**src/core/fcs_pkg.sv**
```systemverilog
// constants, timing and carrier types for the flash erase/write sequencer
package fcs_pkg;
  // widths of the memory side
  localparam int ADDR_W = 16;
  localparam int DATA_W = 8;
  localparam int CHIPS = 2;
  localparam int CHIP_W = 1;
  // clock and documented times
  localparam int CLK_MHZ = 40;
  localparam int STROBE_US = 100;
  localparam int STROBE_MIN_US = 90;
  localparam int STROBE_MAX_US = 120;
  localparam int SETUP_US = 2;
  localparam int STROBE_CYC = STROBE_US * CLK_MHZ;
  localparam int SETUP_CYC = SETUP_US * CLK_MHZ;
  localparam int TIMER_W = 12;
  // pulse counts
  localparam int ERASE_PULSES = 100000;
  localparam int WRITE_PULSES = 20;
  localparam int CNT_W = 17;
  // erase dummy addresses, erased value and bus reset values
  localparam logic [ADDR_W-1:0] ERASE_ADDR_HI = 16'h00FF;
  localparam logic [ADDR_W-1:0] ERASE_ADDR_LO = 16'h00F7;
  localparam logic [DATA_W-1:0] ERASED_BYTE = 8'hFF;
  localparam logic [ADDR_W-1:0] ADDR_RST = 16'h0000;
  localparam logic [DATA_W-1:0] DATA_RST = 8'h00;

  typedef enum logic [0:0] {
    FCS_OP_ERASE = 1'b0,
    FCS_OP_WRITE = 1'b1
  } fcs_op_t;

  typedef struct packed {
    fcs_op_t op;
    logic [CHIP_W-1:0] chip;
    logic [ADDR_W-1:0] addr;
    logic [DATA_W-1:0] data;
  } fcs_cmd_t;

  typedef struct packed {
    logic vpp_on;
    logic erase_select_line_one;
    logic erase_select_line_two;
    logic erase_select_line_three;
    logic erase_half_select;
    logic read_drive_n;
    logic program_strobe_n;
    logic [CHIPS-1:0] chip_select_n;
    logic [ADDR_W-1:0] addr;
    logic [DATA_W-1:0] data;
    logic data_oe;
  } fcs_pins_t;

  localparam fcs_pins_t PINS_RST = '{
    vpp_on: 1'b0,
    erase_select_line_one: 1'b0,
    erase_select_line_two: 1'b0,
    erase_select_line_three: 1'b0,
    erase_half_select: 1'b0,
    read_drive_n: 1'b1,
    program_strobe_n: 1'b1,
    chip_select_n: {CHIPS{1'b1}},
    addr: ADDR_RST,
    data: DATA_RST,
    data_oe: 1'b0
  };
endpackage

```
**src/core/fcs_sequencer.sv**
```systemverilog
// host-side chip erase and byte write sequencer for a parallel flash memory
module fcs_sequencer
  import fcs_pkg::*;
#(
  parameter int ERASE_COUNT = ERASE_PULSES,
  parameter int WRITE_COUNT = WRITE_PULSES,
  parameter bit VPP_SWITCHED = 1'b1
)
(
  // clock and reset
  input wire logic clk,
  input wire logic rst,
  // command side
  input wire logic cmd_valid,
  input wire fcs_cmd_t cmd,
  output logic cmd_ready,
  output logic busy,
  output logic done,
  // memory pins
  output fcs_pins_t pins
);
  typedef enum logic [5:0] {
    ST_IDLE = 6'b000001,
    ST_SETUP = 6'b000010,
    ST_SELECT = 6'b000100,
    ST_STROBE = 6'b001000,
    ST_RECOV = 6'b010000,
    ST_RELEASE = 6'b100000
  } fcs_state_t;

  localparam logic [TIMER_W-1:0] STROBE_LOAD = TIMER_W'(STROBE_CYC);
  localparam logic [TIMER_W-1:0] SETUP_LOAD = TIMER_W'(SETUP_CYC);
  localparam logic [CNT_W-1:0] ERASE_LAST = CNT_W'(ERASE_COUNT);
  localparam logic [CNT_W-1:0] WRITE_LAST = CNT_W'(WRITE_COUNT);

  // one-cold select of a single memory
  function automatic logic [CHIPS-1:0] chip_sel(input logic [CHIP_W-1:0] c);
    logic [CHIPS-1:0] v;
    v = {CHIPS{1'b1}};
    v[c] = 1'b0;
    return v;
  endfunction

  fcs_state_t state;
  fcs_state_t next_state;
  fcs_cmd_t job;
  fcs_cmd_t next_job;
  fcs_pins_t next_pins;
  logic [CNT_W-1:0] pulses;
  logic [CNT_W-1:0] next_pulses;
  logic next_cmd_ready;
  logic next_busy;
  logic next_done;
  logic tmr_start;
  logic [TIMER_W-1:0] tmr_load;
  logic tmr_expired;

  ////////////////////////////////////////////////////////////////////////
  fcs_timer #(
    .W(TIMER_W)
  ) u_timer (
    .clk(clk),
    .rst(rst),
    .start(tmr_start),
    .load(tmr_load),
    .expired(tmr_expired),
    .running()
  );

  ////////////////////////////////////////////////////////////////////////
  always_comb
  begin
    next_state = state;
    next_job = job;
    next_pins = pins;
    next_pulses = pulses;
    next_done = 1'b0;
    tmr_start = 1'b0;
    tmr_load = SETUP_LOAD;
    case (state)
      ST_IDLE:
      begin
        if (cmd_valid && cmd_ready)
        begin
          next_job = cmd;
          if (cmd.op == FCS_OP_WRITE && cmd.data == ERASED_BYTE)
          begin
            next_done = 1'b1;
          end
          else
          begin
            next_pins.vpp_on = VPP_SWITCHED;
            next_pins.read_drive_n = 1'b1;
            next_pins.erase_select_line_one = (cmd.op == FCS_OP_ERASE);
            next_pins.erase_select_line_two = (cmd.op == FCS_OP_ERASE);
            next_pins.erase_select_line_three = (cmd.op == FCS_OP_ERASE);
            if (cmd.op == FCS_OP_ERASE)
            begin
              next_pins.addr = ERASE_ADDR_HI;
              next_pins.erase_half_select = 1'b1;
              next_pins.data_oe = 1'b0;
            end
            else
            begin
              next_pins.addr = cmd.addr;
              next_pins.data = cmd.data;
              next_pins.data_oe = 1'b1;
              next_pins.erase_half_select = 1'b0;
            end
            next_pulses = '0;
            tmr_start = 1'b1;
            next_state = ST_SETUP;
          end
        end
      end
      ST_SETUP:
      begin
        if (tmr_expired)
        begin
          next_pins.chip_select_n = chip_sel(job.chip);
          next_state = ST_SELECT;
        end
      end
      ST_SELECT:
      begin
        next_pins.program_strobe_n = 1'b0;
        tmr_start = 1'b1;
        tmr_load = STROBE_LOAD;
        next_state = ST_STROBE;
      end
      ST_STROBE:
      begin
        if (tmr_expired)
        begin
          next_pins.program_strobe_n = 1'b1;
          next_pulses = pulses + 1'b1;
          tmr_start = 1'b1;
          next_state = ST_RECOV;
        end
      end
      ST_RECOV:
      begin
        if (tmr_expired)
        begin
          if (pulses != ((job.op == FCS_OP_ERASE) ? ERASE_LAST : WRITE_LAST))
          begin
            next_pins.program_strobe_n = 1'b0;
            tmr_start = 1'b1;
            tmr_load = STROBE_LOAD;
            next_state = ST_STROBE;
          end
          else if (job.op == FCS_OP_ERASE && pins.erase_half_select)
          begin
            next_pins.erase_half_select = 1'b0;
            next_pins.addr = ERASE_ADDR_LO;
            next_pins.chip_select_n = {CHIPS{1'b1}};
            next_pulses = '0;
            tmr_start = 1'b1;
            next_state = ST_SETUP;
          end
          else
          begin
            next_pins.chip_select_n = {CHIPS{1'b1}};
            next_pins.vpp_on = 1'b0;
            next_pins.erase_select_line_one = 1'b0;
            next_pins.erase_select_line_two = 1'b0;
            next_pins.erase_select_line_three = 1'b0;
            next_pins.data_oe = 1'b0;
            tmr_start = 1'b1;
            next_state = ST_RELEASE;
          end
        end
      end
      ST_RELEASE:
      begin
        if (tmr_expired)
        begin
          next_done = 1'b1;
          next_state = ST_IDLE;
        end
      end
      default:
      begin
        next_state = ST_IDLE;
        next_pins = PINS_RST;
      end
    endcase
    next_cmd_ready = (next_state == ST_IDLE);
    next_busy = (next_state != ST_IDLE);
  end

  always_ff @(posedge clk)
  begin
    if (rst)
    begin
      state <= ST_IDLE;
      job <= '0;
      pins <= PINS_RST;
      pulses <= '0;
      cmd_ready <= 1'b0;
      busy <= 1'b0;
      done <= 1'b0;
    end
    else
    begin
      state <= next_state;
      job <= next_job;
      pins <= next_pins;
      pulses <= next_pulses;
      cmd_ready <= next_cmd_ready;
      busy <= next_busy;
      done <= next_done;
    end
  end
endmodule

```
**src/core/fcs_timer.sv**
```systemverilog
// down counter that times strobe and settle intervals
module fcs_timer
  import fcs_pkg::*;
#(
  parameter int W = TIMER_W
)
(
  // clock and reset
  input wire logic clk,
  input wire logic rst,
  // load side
  input wire logic start,
  input wire logic [W-1:0] load,
  // state
  output logic expired,
  output logic running
);
  logic [W-1:0] cnt;
  logic [W-1:0] next_cnt;

  ////////////////////////////////////////////////////////////////////////
  always_comb
  begin
    next_cnt = cnt;
    if (start)
    begin
      next_cnt = load;
    end
    else if (cnt != '0)
    begin
      next_cnt = cnt - 1'b1;
    end
  end

  always_ff @(posedge clk)
  begin
    if (rst)
    begin
      cnt <= '0;
    end
    else
    begin
      cnt <= next_cnt;
    end
  end

  // expiry falls in the last counted cycle
  assign expired = (cnt == {{(W-1){1'b0}}, 1'b1});
  assign running = (cnt != '0);
endmodule

```
**config.mk**
```make
export PLATFORM = sky130hd
export DESIGN_NAME = fcs_sequencer
export DESIGN_NICKNAME = d
export VERILOG_FILES = /design/src/core/fcs_pkg.sv /design/src/core/fcs_sequencer.sv /design/src/core/fcs_timer.sv
export SDC_FILE = /design/constraint.sdc
export NUM_CORES = 1
export LEC_CHECK = 0
export ABC_AREA = 1
export BUFFER_PORTS_ARGS = -buffer_cell sky130_fd_sc_hd__clkbuf_2
export CAP_MARGIN = 20
export CORE_ASPECT_RATIO = 0.5
export CORE_UTILIZATION = 45
export DETAILED_ROUTE_END_ITERATION = 8
export PLACE_DENSITY = 0.73
export SLEW_MARGIN = 20
export SYNTH_ARGS = -nofsm -noshare
export SYNTH_HDL_FRONTEND = slang
export SYNTH_SLANG_ARGS = --single-unit
```
**constraint.sdc**
```tcl
create_clock -name clk -period 2.1 [get_ports clk]
set_input_delay 0.105 -clock clk [delete_from_list [all_inputs] [get_ports clk]]
set_output_delay 0.105 -clock clk [all_outputs]
set_load 0.02 [all_outputs]
```
======== Word-level counts from Yosys, hierarchy flattened ========
Cells that the tools add are included.
word-level totals
  flip-flop bits (word level) ............. 74
  output and inout port bits .............. 37
  logic and storage cells ................. 130
cells by class
  add/subtract/negate cells ............... 2
  order comparisons ....................... 2
  equal/unequal tests ..................... 21
  multiplexer cells ....................... 59
  bitwise gates (word level) .............. 7
  reduce and logical (&&, ||, !) cells .... 20
operator list
  kind                                                                   count
  17-bit 2-to-1 mux                                                      7
  6-bit 2-to-1 mux                                                       10
  17-bit case mux with 3 select lines                                    1
  25-bit 2-to-1 mux                                                      2
  12-bit 2-to-1 mux                                                      4
  16-bit case mux with 3 select lines                                    1
  6-bit case mux with 6 select lines                                     1
  16-bit 2-to-1 mux                                                      2
  12-bit case mux with 2 select lines                                    1
  2-bit != test (second input constant)                                  10
  19-bit 2-to-1 mux                                                      1
  18-bit 2-to-1 mux                                                      1
  17-bit by 1-bit adder with 17-bit output (second input constant)       1
  17-bit != test                                                         1
  8-bit case mux with 2 select lines                                     1
  5-bit case mux with 3 select lines                                     1
  1-bit 2-to-1 mux                                                       14
  12-bit by 1-bit == test with 1-bit output (second input constant)      1
  6-bit by 1-bit == test with 1-bit output (second input constant)       2
  4-bit AND reduction                                                    3
  6-bit AND reduction                                                    2
  12-bit nonzero test                                                    1
  12-bit by 1-bit subtractor with 12-bit output (second input constant)  1
  5-bit 2-to-1 mux                                                       2
  29 further kinds                                                       40

======== Depth between registers and ports, before layout ========
Gate-level depths: netlist (run 1).
  depth in word-level cells ............... 7
  depth in mapped cells ................... 13
  depth with buffers taken out ............ 13

======== Hierarchy ========
From an unflattened synthesis (run 1), not the netlist that was laid out.
unflattened totals
  cell total of the unflattened synthesis .. 658
  area, all modules ....................... 4195.3 µm²
modules (own cells, without submodules)
  module         times used  cells an instance  area an instance (µm²)  seq. area each (µm²)
  fcs_sequencer  1           529                3373.2                  1181.1
  fcs_timer      1           129                822.0                   240.2

======== Worst setup path before layout (run 1) ========
No wires, ideal clock.
  path kind ............................... reg2reg
  start point ............................. register pulses[0]
  end point ............................... register pulses[7]
  library setup time ...................... 0.132 ns
  arrival ................................. 1.491 ns
  required time ........................... 1.968 ns
  slack ................................... 0.476 ns
  cell stages (with the launch flop) ...... 11
  period minus slack after synthesis ...... 1.624 ns
  cell sequence ........................... dfxtp_1 > inv_1 > ha_1 > nand3_1 > nor2_1 > nand4_4 > nand2_4 > nand3_2 > buf_4 > nand2_1 > a21oi_1
between the ends
  word-level cells in the longest chain between the ends .. 3
  elaborated cells on any way between the ends .. 6
RTL lines
  item                                                                               line                                        source
  start, declared                                                                    fcs_sequencer.sv:49                         logic [CNT_W-1:0] pulses;
  start signal, assigned                                                             fcs_sequencer.sv:209                        pulses <= next_pulses;
  17-bit by 1-bit adder with 17-bit output / 17-bit != test (equally long branches)  fcs_sequencer.sv:136, fcs_sequencer.sv:145
  17-bit 2-to-1 mux / 2-bit != test (equally long branches)                          n/a
  17-bit case mux with 3 select lines / 7-bit AND reduction (equally long branches)  n/a
Parallel ways exist; a longest one is shown, timed or not. The select of a mux whose other input is x is not followed.
A chain may end at the register's enable or synchronous reset.

======== Final worst setup path (run 1) ========
  start point ............................. register pulses[0]
  end point ............................... register pulses[8]
Same word-level chain as after synthesis.

==> out/qor.yml, run 1 <==
grt:
  antenna_found_initial: 0
  grt_usage: 0.229
  grt_overflow_total: 0
  grt_pass1_wl_mm: 17.2
  grt_max_degree: 33
  grt_pass1_vias: 3765
clock_network:
  h-tree-depth: 3
  clock-sinks: 71
  post_cts_buffers: 0
  cts_inserted_buffers: 9
  tritoncts: "yes"
  clk_transition_reported_paths_ns: 0.06
  clock_latency_ns: 0.34
  clockRootBuffer: "clkbuf_16"
  clk_path_buf_depth: 2
pwr:
  pwr-share-comb: 0.369
  power_frac_seq: 0.338
  p_switching_w: 0.00197
  p_leak_nw: 2.18
  powerDensity_nw_per_um2: 1070
  internal_power_w: 0.00322
  peakVddDrop_mv: 0.554
  pwr-share-clk: 0.294
  swShare: 0.380
worst_setup_path:
  worst_setup_path_start_kind: "register"
  critical-path-max-stage-delay_ns: 0.35
  crit_slowest_cell: "dfxtp_1"
  crit_fanout: 14
  path_cells: "inv_1, ha_1, nand3_1, nor2_2, nand4_4, nand2_4, nand3_2, nand2_1, a21oi_1"
  crit_buf_inv: 1
  arrival_ns: 2.09
  critical_path_class: "reg2reg"
  crit_path_end_kind: "register"
  required_ns: 2.31
  critPathTopFamily: "simple AND/OR/NAND/NOR gates"
routing:
  top_layer: "met4"
  drtAntennaViolNets: 0
  first_pass_iters: 5
  wl_met1_mm: 4.73
  drt_wl_total_mm: 10.1
  wl_per_cell_um: 12.5
  dr_wl_met2_mm: 4.47
  drtIter0Drc: 278
  vias_per_cell: 5.16
  drc_errors: 0
  via_count: 4179
  wl_met3_um: 738
logic_synthesis:
  async_flop_share: 0
  synth-seq-cells: 71
  syn_area_per_cell_sq_um: 6.59
  seq_area_frac_synth: 0.347
  synth_edf_count: 0
  synth_ff_type: "dfxtp_1"
  netlist_instances: 622
  netlist_area_sq_um: 4100
  yosys_warnings: 0
  syn_nets: 656
  ys_types: 38
place:
  io_buffers: 64
  dpl.cell_count: 795
  globalplace.congestion: 0.903
  hpwl_mm: 7.40
worst_hold_path:
  hold_class: "in2reg"
sta:
  min_period_ns: 1.88
  max_slew_margin: 0.485
  slew_violations: 0
  fin_setup_tns_ns: 0
  worstMarginPinSlew_ns: 0.772
  period_share: 0.895
  fmax_mhz: 532
  hold_viol: 0
  fin_skew_ns: 0.00594
  rsz0062_at_grt: "false"
  setup_violations: 0
layout:
  final_common_cell: "nand2_1"
  diodes: 0
  fill_cells: 836
  final_cells: 810
  syn_to_final_growth_pct: 18.1
  fin_nets: 723
  seq_area_sq_um: 1420
  layout_common_cells: "151 x nand2_1, 108 x nor2_1, 71 x dfxtp_1"
  drive_gt1_frac: 0.190
  multi_input_area_sq_um: 2260
die:
  io_pins: 66
  rows: 24
  start_util: 0.467
  die_w_um: 137
  coreArea_sq_um: 8770
  die_h_um: 69.5
  dieArea_sq_um: 9520
run_status:
  outcome: "completed"
flow_run:
  maxCapViolations: 0
==> synth_stat cells, types with 2 or more instances <==
library cell | instances | share of area
nand3_1 | 32 | 0.039
ha_1 | 5 | 0.015
inv_1 | 67 | 0.061
nor3_1 | 12 | 0.015
nand4_1 | 21 | 0.032
buf_2 | 3 | 0.0037
dfxtp_1 | 71 | 0.35
clkbuf_1 | 10 | 0.0092
a31oi_1 | 4 | 0.0061
xnor2_1 | 7 | 0.015
nor2_2 | 6 | 0.0092
nand4_2 | 3 | 0.0092
buf_6 | 3 | 0.0082
xor2_1 | 6 | 0.013
nand3b_1 | 4 | 0.0073
nand2_2 | 5 | 0.0076
nand2_1 | 151 | 0.14
a21oi_1 | 37 | 0.045
nor4_1 | 2 | 0.0031
o21bai_1 | 3 | 0.0055
o21ai_0 | 25 | 0.031
o21ai_1 | 2 | 0.0024
inv_2 | 4 | 0.0037
nor2_4 | 3 | 0.0082
nor2_1 | 109 | 0.10
nand3_2 | 7 | 0.017
buf_4 | 7 | 0.013
nand2_4 | 3 | 0.0082
==> kinds of logic after synthesis <==
family / after synthesis / share of synthesized area
compound gates: 74 / 0.0998
other cells: 1 / 0.000915
flops: 71 / 0.347
buf+inv: 95 / 0.102
xor+xnor: 13 / 0.0278
simple gates: 363 / 0.408
fa+ha+maj: 5 / 0.0153
==> cell type report <==
cell class	instances	area share
flip-flops and latches	71	0.294
clock inverters	5	0.0122
clock buffers	10	0.0494
well taps	117	0.0302
repair buffers	79	0.0895
multi-input cells	456	0.468
inverters	72	0.0574
==> path summary, 6_finish.rpt <==
| path | from | depth (start not counted) | to | slack, ns |
|---|---|---|---|---|
| max | pulses[0] | 9 | pulses[8] | 0.22 |
| min | cmd[24] | 3 | job[24] | 0.06 |
| max reg2reg | pulses[0] | 9 | pulses[8] | 0.22 |
| min reg2reg | job[24] | 2 | job[24] | 0.46 |
==> sequential cells by signal, summed over array words and instances, names as in the netlist <==
signal,cells
done,1
busy,1
pins,31
u_timer.cnt,12
cmd_ready,1
job,2
pulses,17
state,6
==> power groups by stage <==
stage | Sequential, W | Clock, W | Combinational (W)
floorplan | 0.00190 | 0 | 0.00135
global placement | 0.00178 | 0 | 0.00187
detailed placement | 0.00178 | 0 | 0.00189
CTS | 0.00175 | 0.00156 | 0.00191
global route | 0.00178 | 0.00162 | 0.00216
finish | 0.00175 | 0.00153 | 0.00191
==> per-layer routing <==
layer  vias to the layer above  GRT usage
li1                       2120          -
met1                      1893      0.293
met2                       143      0.356
met3                        23     0.0768
met4                         0     0.0867
met5                         -          0
==> worst register-to-register path: stages, from the launching register on <==
cell     delay (ns)
dfxtp_1        0.35
inv_1          0.11
ha_1           0.16
nand3_1        0.11
nor2_2         0.24
nand4_4        0.17
nand2_4        0.18
nand3_2        0.23
nand2_1        0.12
a21oi_1        0.07
==> repair_timing <==
action,CTS,global route
setup endpoints to repair,0,11
hold buffers,0,0
resized for setup,0,1
==> metrics by stage <==
stage	setup slack [ns]	util	area [sq um]	power [W]	hold WS (ns)
final	0.220	0.552	4840	0.00519	0.0571
after global routing	0.00396	0.552	4840	0.00556	0.0666
after CTS	0.175	0.552	4840	0.00522	0.0461
after detailed placement	0.190	0.518	4540	0.00367	0.404
after global placement	0.291	0.518	4540	0.00364	0.398
after floorplan	0.476	-	4100	0.00324	0.292
Power figures use the tool's default switching activity.
==> run 2, diff against run 1 <==
- CORE_UTILIZATION: 45 -> 57
- PLACE_DENSITY: 0.73 -> 0.87
==> run 2 against run 1 <==
Against the previous run:
- clock skew is essentially flat
- first-iteration DRC count rose by 0.36%
- utilization grew 15 points
- sequential share of layout area increased by 0.38 points
- routed wire length is 1.7% higher
- clock-buffer cell count grew 1
- worst setup slack lost 0.085 ns
- register-to-register slack got worse by 0.08 ns
- cell area decreased by 1.3%
- via count barely moved
- critical path type unchanged
- largest cell class unchanged
- largest power group unchanged
- highest routed layer unchanged
==> out/qor.yml, run 2 (same netlist as run 1, synthesis figures left out) <==
place:
  io_buffers: 64  # unchanged
  globalplace.congestion: 0.995  # was 0.903
  place_ws_ns: 0.218  # was 0.190 ns
  dpl.cell_count: 768  # was 795
  hpwl_mm: 7.28  # was 7.40 mm
routing:
  first_pass_iters: 7  # was 5
  drtIter0Drc: 279  # was 278
  drc_errors: 0  # unchanged
  drt_wl_total_mm: 10.3  # was 10.1 mm
  via_count: 4181  # was 4179
  drtAntennaViolNets: 0  # unchanged
  vias_per_cell: 5.33  # was 5.16
  wl_per_cell_um: 13.2  # was 12.5 um
worst_hold_path:
  hold_class: "in2reg"  # unchanged
  holdCritStartpoint: "cmd[2]"  # was cmd[24]
pwr:
  fin_total_pwr_w: 0.00508  # was 0.00519 W
  peakVddDrop_mv: 0.734  # was 0.554 mV
  powerDensity_nw_per_um2: 1060  # was 1070 nW/um^2
  p_leak_nw: 2.17  # was 2.18 nW
grt:
  antenna_found_initial: 0  # unchanged
  grt_overflow_total: 0  # unchanged
  grt_pass1_wl_mm: 16.5  # was 17.2 mm
  grt_max_degree: 33  # unchanged
  grt_pass1_vias: 3728  # was 3765
  grt_usage: 0.286  # was 0.229
worst_setup_path:
  crit_fanout: 10  # was 14
  required_ns: 2.37  # was 2.31 ns
  critical_path_class: "reg2reg"  # unchanged
  reg2reg_from: "state[2]"  # was pulses[0]
  rrSetupSlack_ns: 0.14  # was 0.22 ns
  crit_buf_inv: 1  # unchanged
  crit_path_end_kind: "register"  # unchanged
  worst_setup_path_start_kind: "register"  # unchanged
  path_cells: "nor2_2, nand4_1, nand2_1, nor2_4, nand3_2, inv_2, nand2_4, o21ai_0, nor2_1"  # was inv_1, ha_1, nand3_1, nor2_2, nand4_4, nand2_4, nand3_2, nand2_1, a21oi_1
  crit_start: "state[2]"  # was pulses[0]
  critPathTopFamily: "simple AND/OR/NAND/NOR gates"  # unchanged
  critical-path-max-stage-delay_ns: 0.35  # about the same
  crit_slowest_cell: "dfxtp_1"  # unchanged
  arrival_ns: 2.23  # was 2.09 ns
clock_network:
  cts_inserted_buffers: 9  # unchanged
  clock-sinks: 71  # unchanged
  clock_latency_ns: 0.34  # about the same
  clk_transition_reported_paths_ns: 0.06  # about the same
  tritoncts: "yes"  # unchanged
  ctsHoldBuffers: 0  # unchanged
  clockRootBuffer: "clkbuf_16"  # unchanged
  clk_path_buf_depth: 2  # unchanged
  h-tree-depth: 3  # unchanged
sta:
  fin_ws_ns: 0.136  # was 0.220 ns
  setup_violations: 0  # unchanged
  max_slew_margin: 0.539  # was 0.485
  slew_violations: 0  # unchanged
  hold_viol: 0  # unchanged
  fin_skew_ns: 0.00633  # was 0.00594 ns
  worstMarginPinSlew_ns: 0.690  # was 0.772 ns
  min_period_ns: 1.96  # was 1.88 ns
  fin_setup_tns_ns: 0  # unchanged
  period_share: 0.935  # was 0.895
  rsz0062_at_grt: "false"  # unchanged
  fmax_mhz: 509  # was 532 MHz
die:
  die_w_um: 122  # was 137 um
  start_util: 0.602  # was 0.467
  die_h_um: 62.0  # was 69.5 um
  dieArea_sq_um: 7560  # was 9520 sq um
  rows: 21  # was 24
  io_pins: 66  # unchanged
  coreArea_sq_um: 6810  # was 8770 sq um
layout:
  reg_top3: "pins: 31 flops, pulses: 17 flops, u_timer.cnt: 12 flops"  # unchanged
  layout_common_cells: "151 x nand2_1, 109 x nor2_1, 71 x dfxtp_1"  # was 151 x nand2_1, 108 x nor2_1, 71 x dfxtp_1
  final_cells: 784  # was 810
  multi_input_area_sq_um: 2270  # was 2260 sq um
  regMostFlops: "pins"  # unchanged
  fill_cells: 518  # was 836
  fin_util: 0.702  # was 0.552
  diodes: 0  # unchanged
  largest_register_ffs: 31  # unchanged
  final_common_cell: "nand2_1"  # unchanged
  drive_gt1_frac: 0.186  # was 0.190
  fin_nets: 721  # was 723
  syn_to_final_growth_pct: 16.5  # was 18.1%
  seq_area_sq_um: 1420  # unchanged
run_status:
  outcome: "completed"  # unchanged
flow_run:
  maxCapViolations: 0  # unchanged
-- run 2: cell count changes in the layout (fill, tap and decap cells not counted), sizes merged --
| cell | delta |
|---|---|
| clkinv | +1 |
| buf | -2 |
| clkbuf | +1 |
| bufinv | -1 |
-- run 2: per-stage QoR --
step / hold WS (ns) / area, sq um
2_1_floorplan: 0.292 / 4100
3_3_place_gp: 0.392 / 4490
3_5_place_dp: 0.402 / 4490
4_1_cts: 0.0499 / 4770
5_1_grt: 0.0822 / 4780
6_report: 0.0528 / 4780
-- run 2: power by group --
group,switching (W),internal [W],total (W),leakage [nW]
Sequential,0.000170,0.00158,0.00175,0.582
Combinational,0.00123,0.000688,0.00192,1.45
Clock,0.000582,0.000828,0.00141,0.132
Total,0.00198,0.00310,0.00508,2.17
-- run 2: worst paths after layout --
kind                                  to  depth (start not counted)
worst max-delay path            pins[22]                          9
worst min-delay path             pins[3]                          3
worst max register to register  pins[22]                          9
worst min register to register  pins[27]                          2
-- run 2: area by class of cell --
type                       count  area share
tap                           92      0.0241
clock buffer                  11      0.0508
clock inverter                 5     0.00707
sequential                    71       0.298
multi-input combinational    456       0.475
inverter                      72      0.0581
timing repair buffer          77      0.0875
-- run 2: timing repair --
action,in CTS,in global routing
resized for setup,0,1
setup endpoints to repair,0,2
setup buffers,0,0
hold endpoints to repair,0,0
-- run 2: per-layer routing --
layer	vias up	share of wire	global-route usage
li1	2109	-	-
met1	1852	0.45	0.370
met2	192	0.43	0.442
met3	28	0.097	0.0922
met4	0	0.023	0.136
met5	-	0	0
-- run 2: tightest hold or removal path, cell delays in order --
cell	delay (ns)
clkbuf_2	0.09
a21oi_1	0.11
nor3_1	0.05
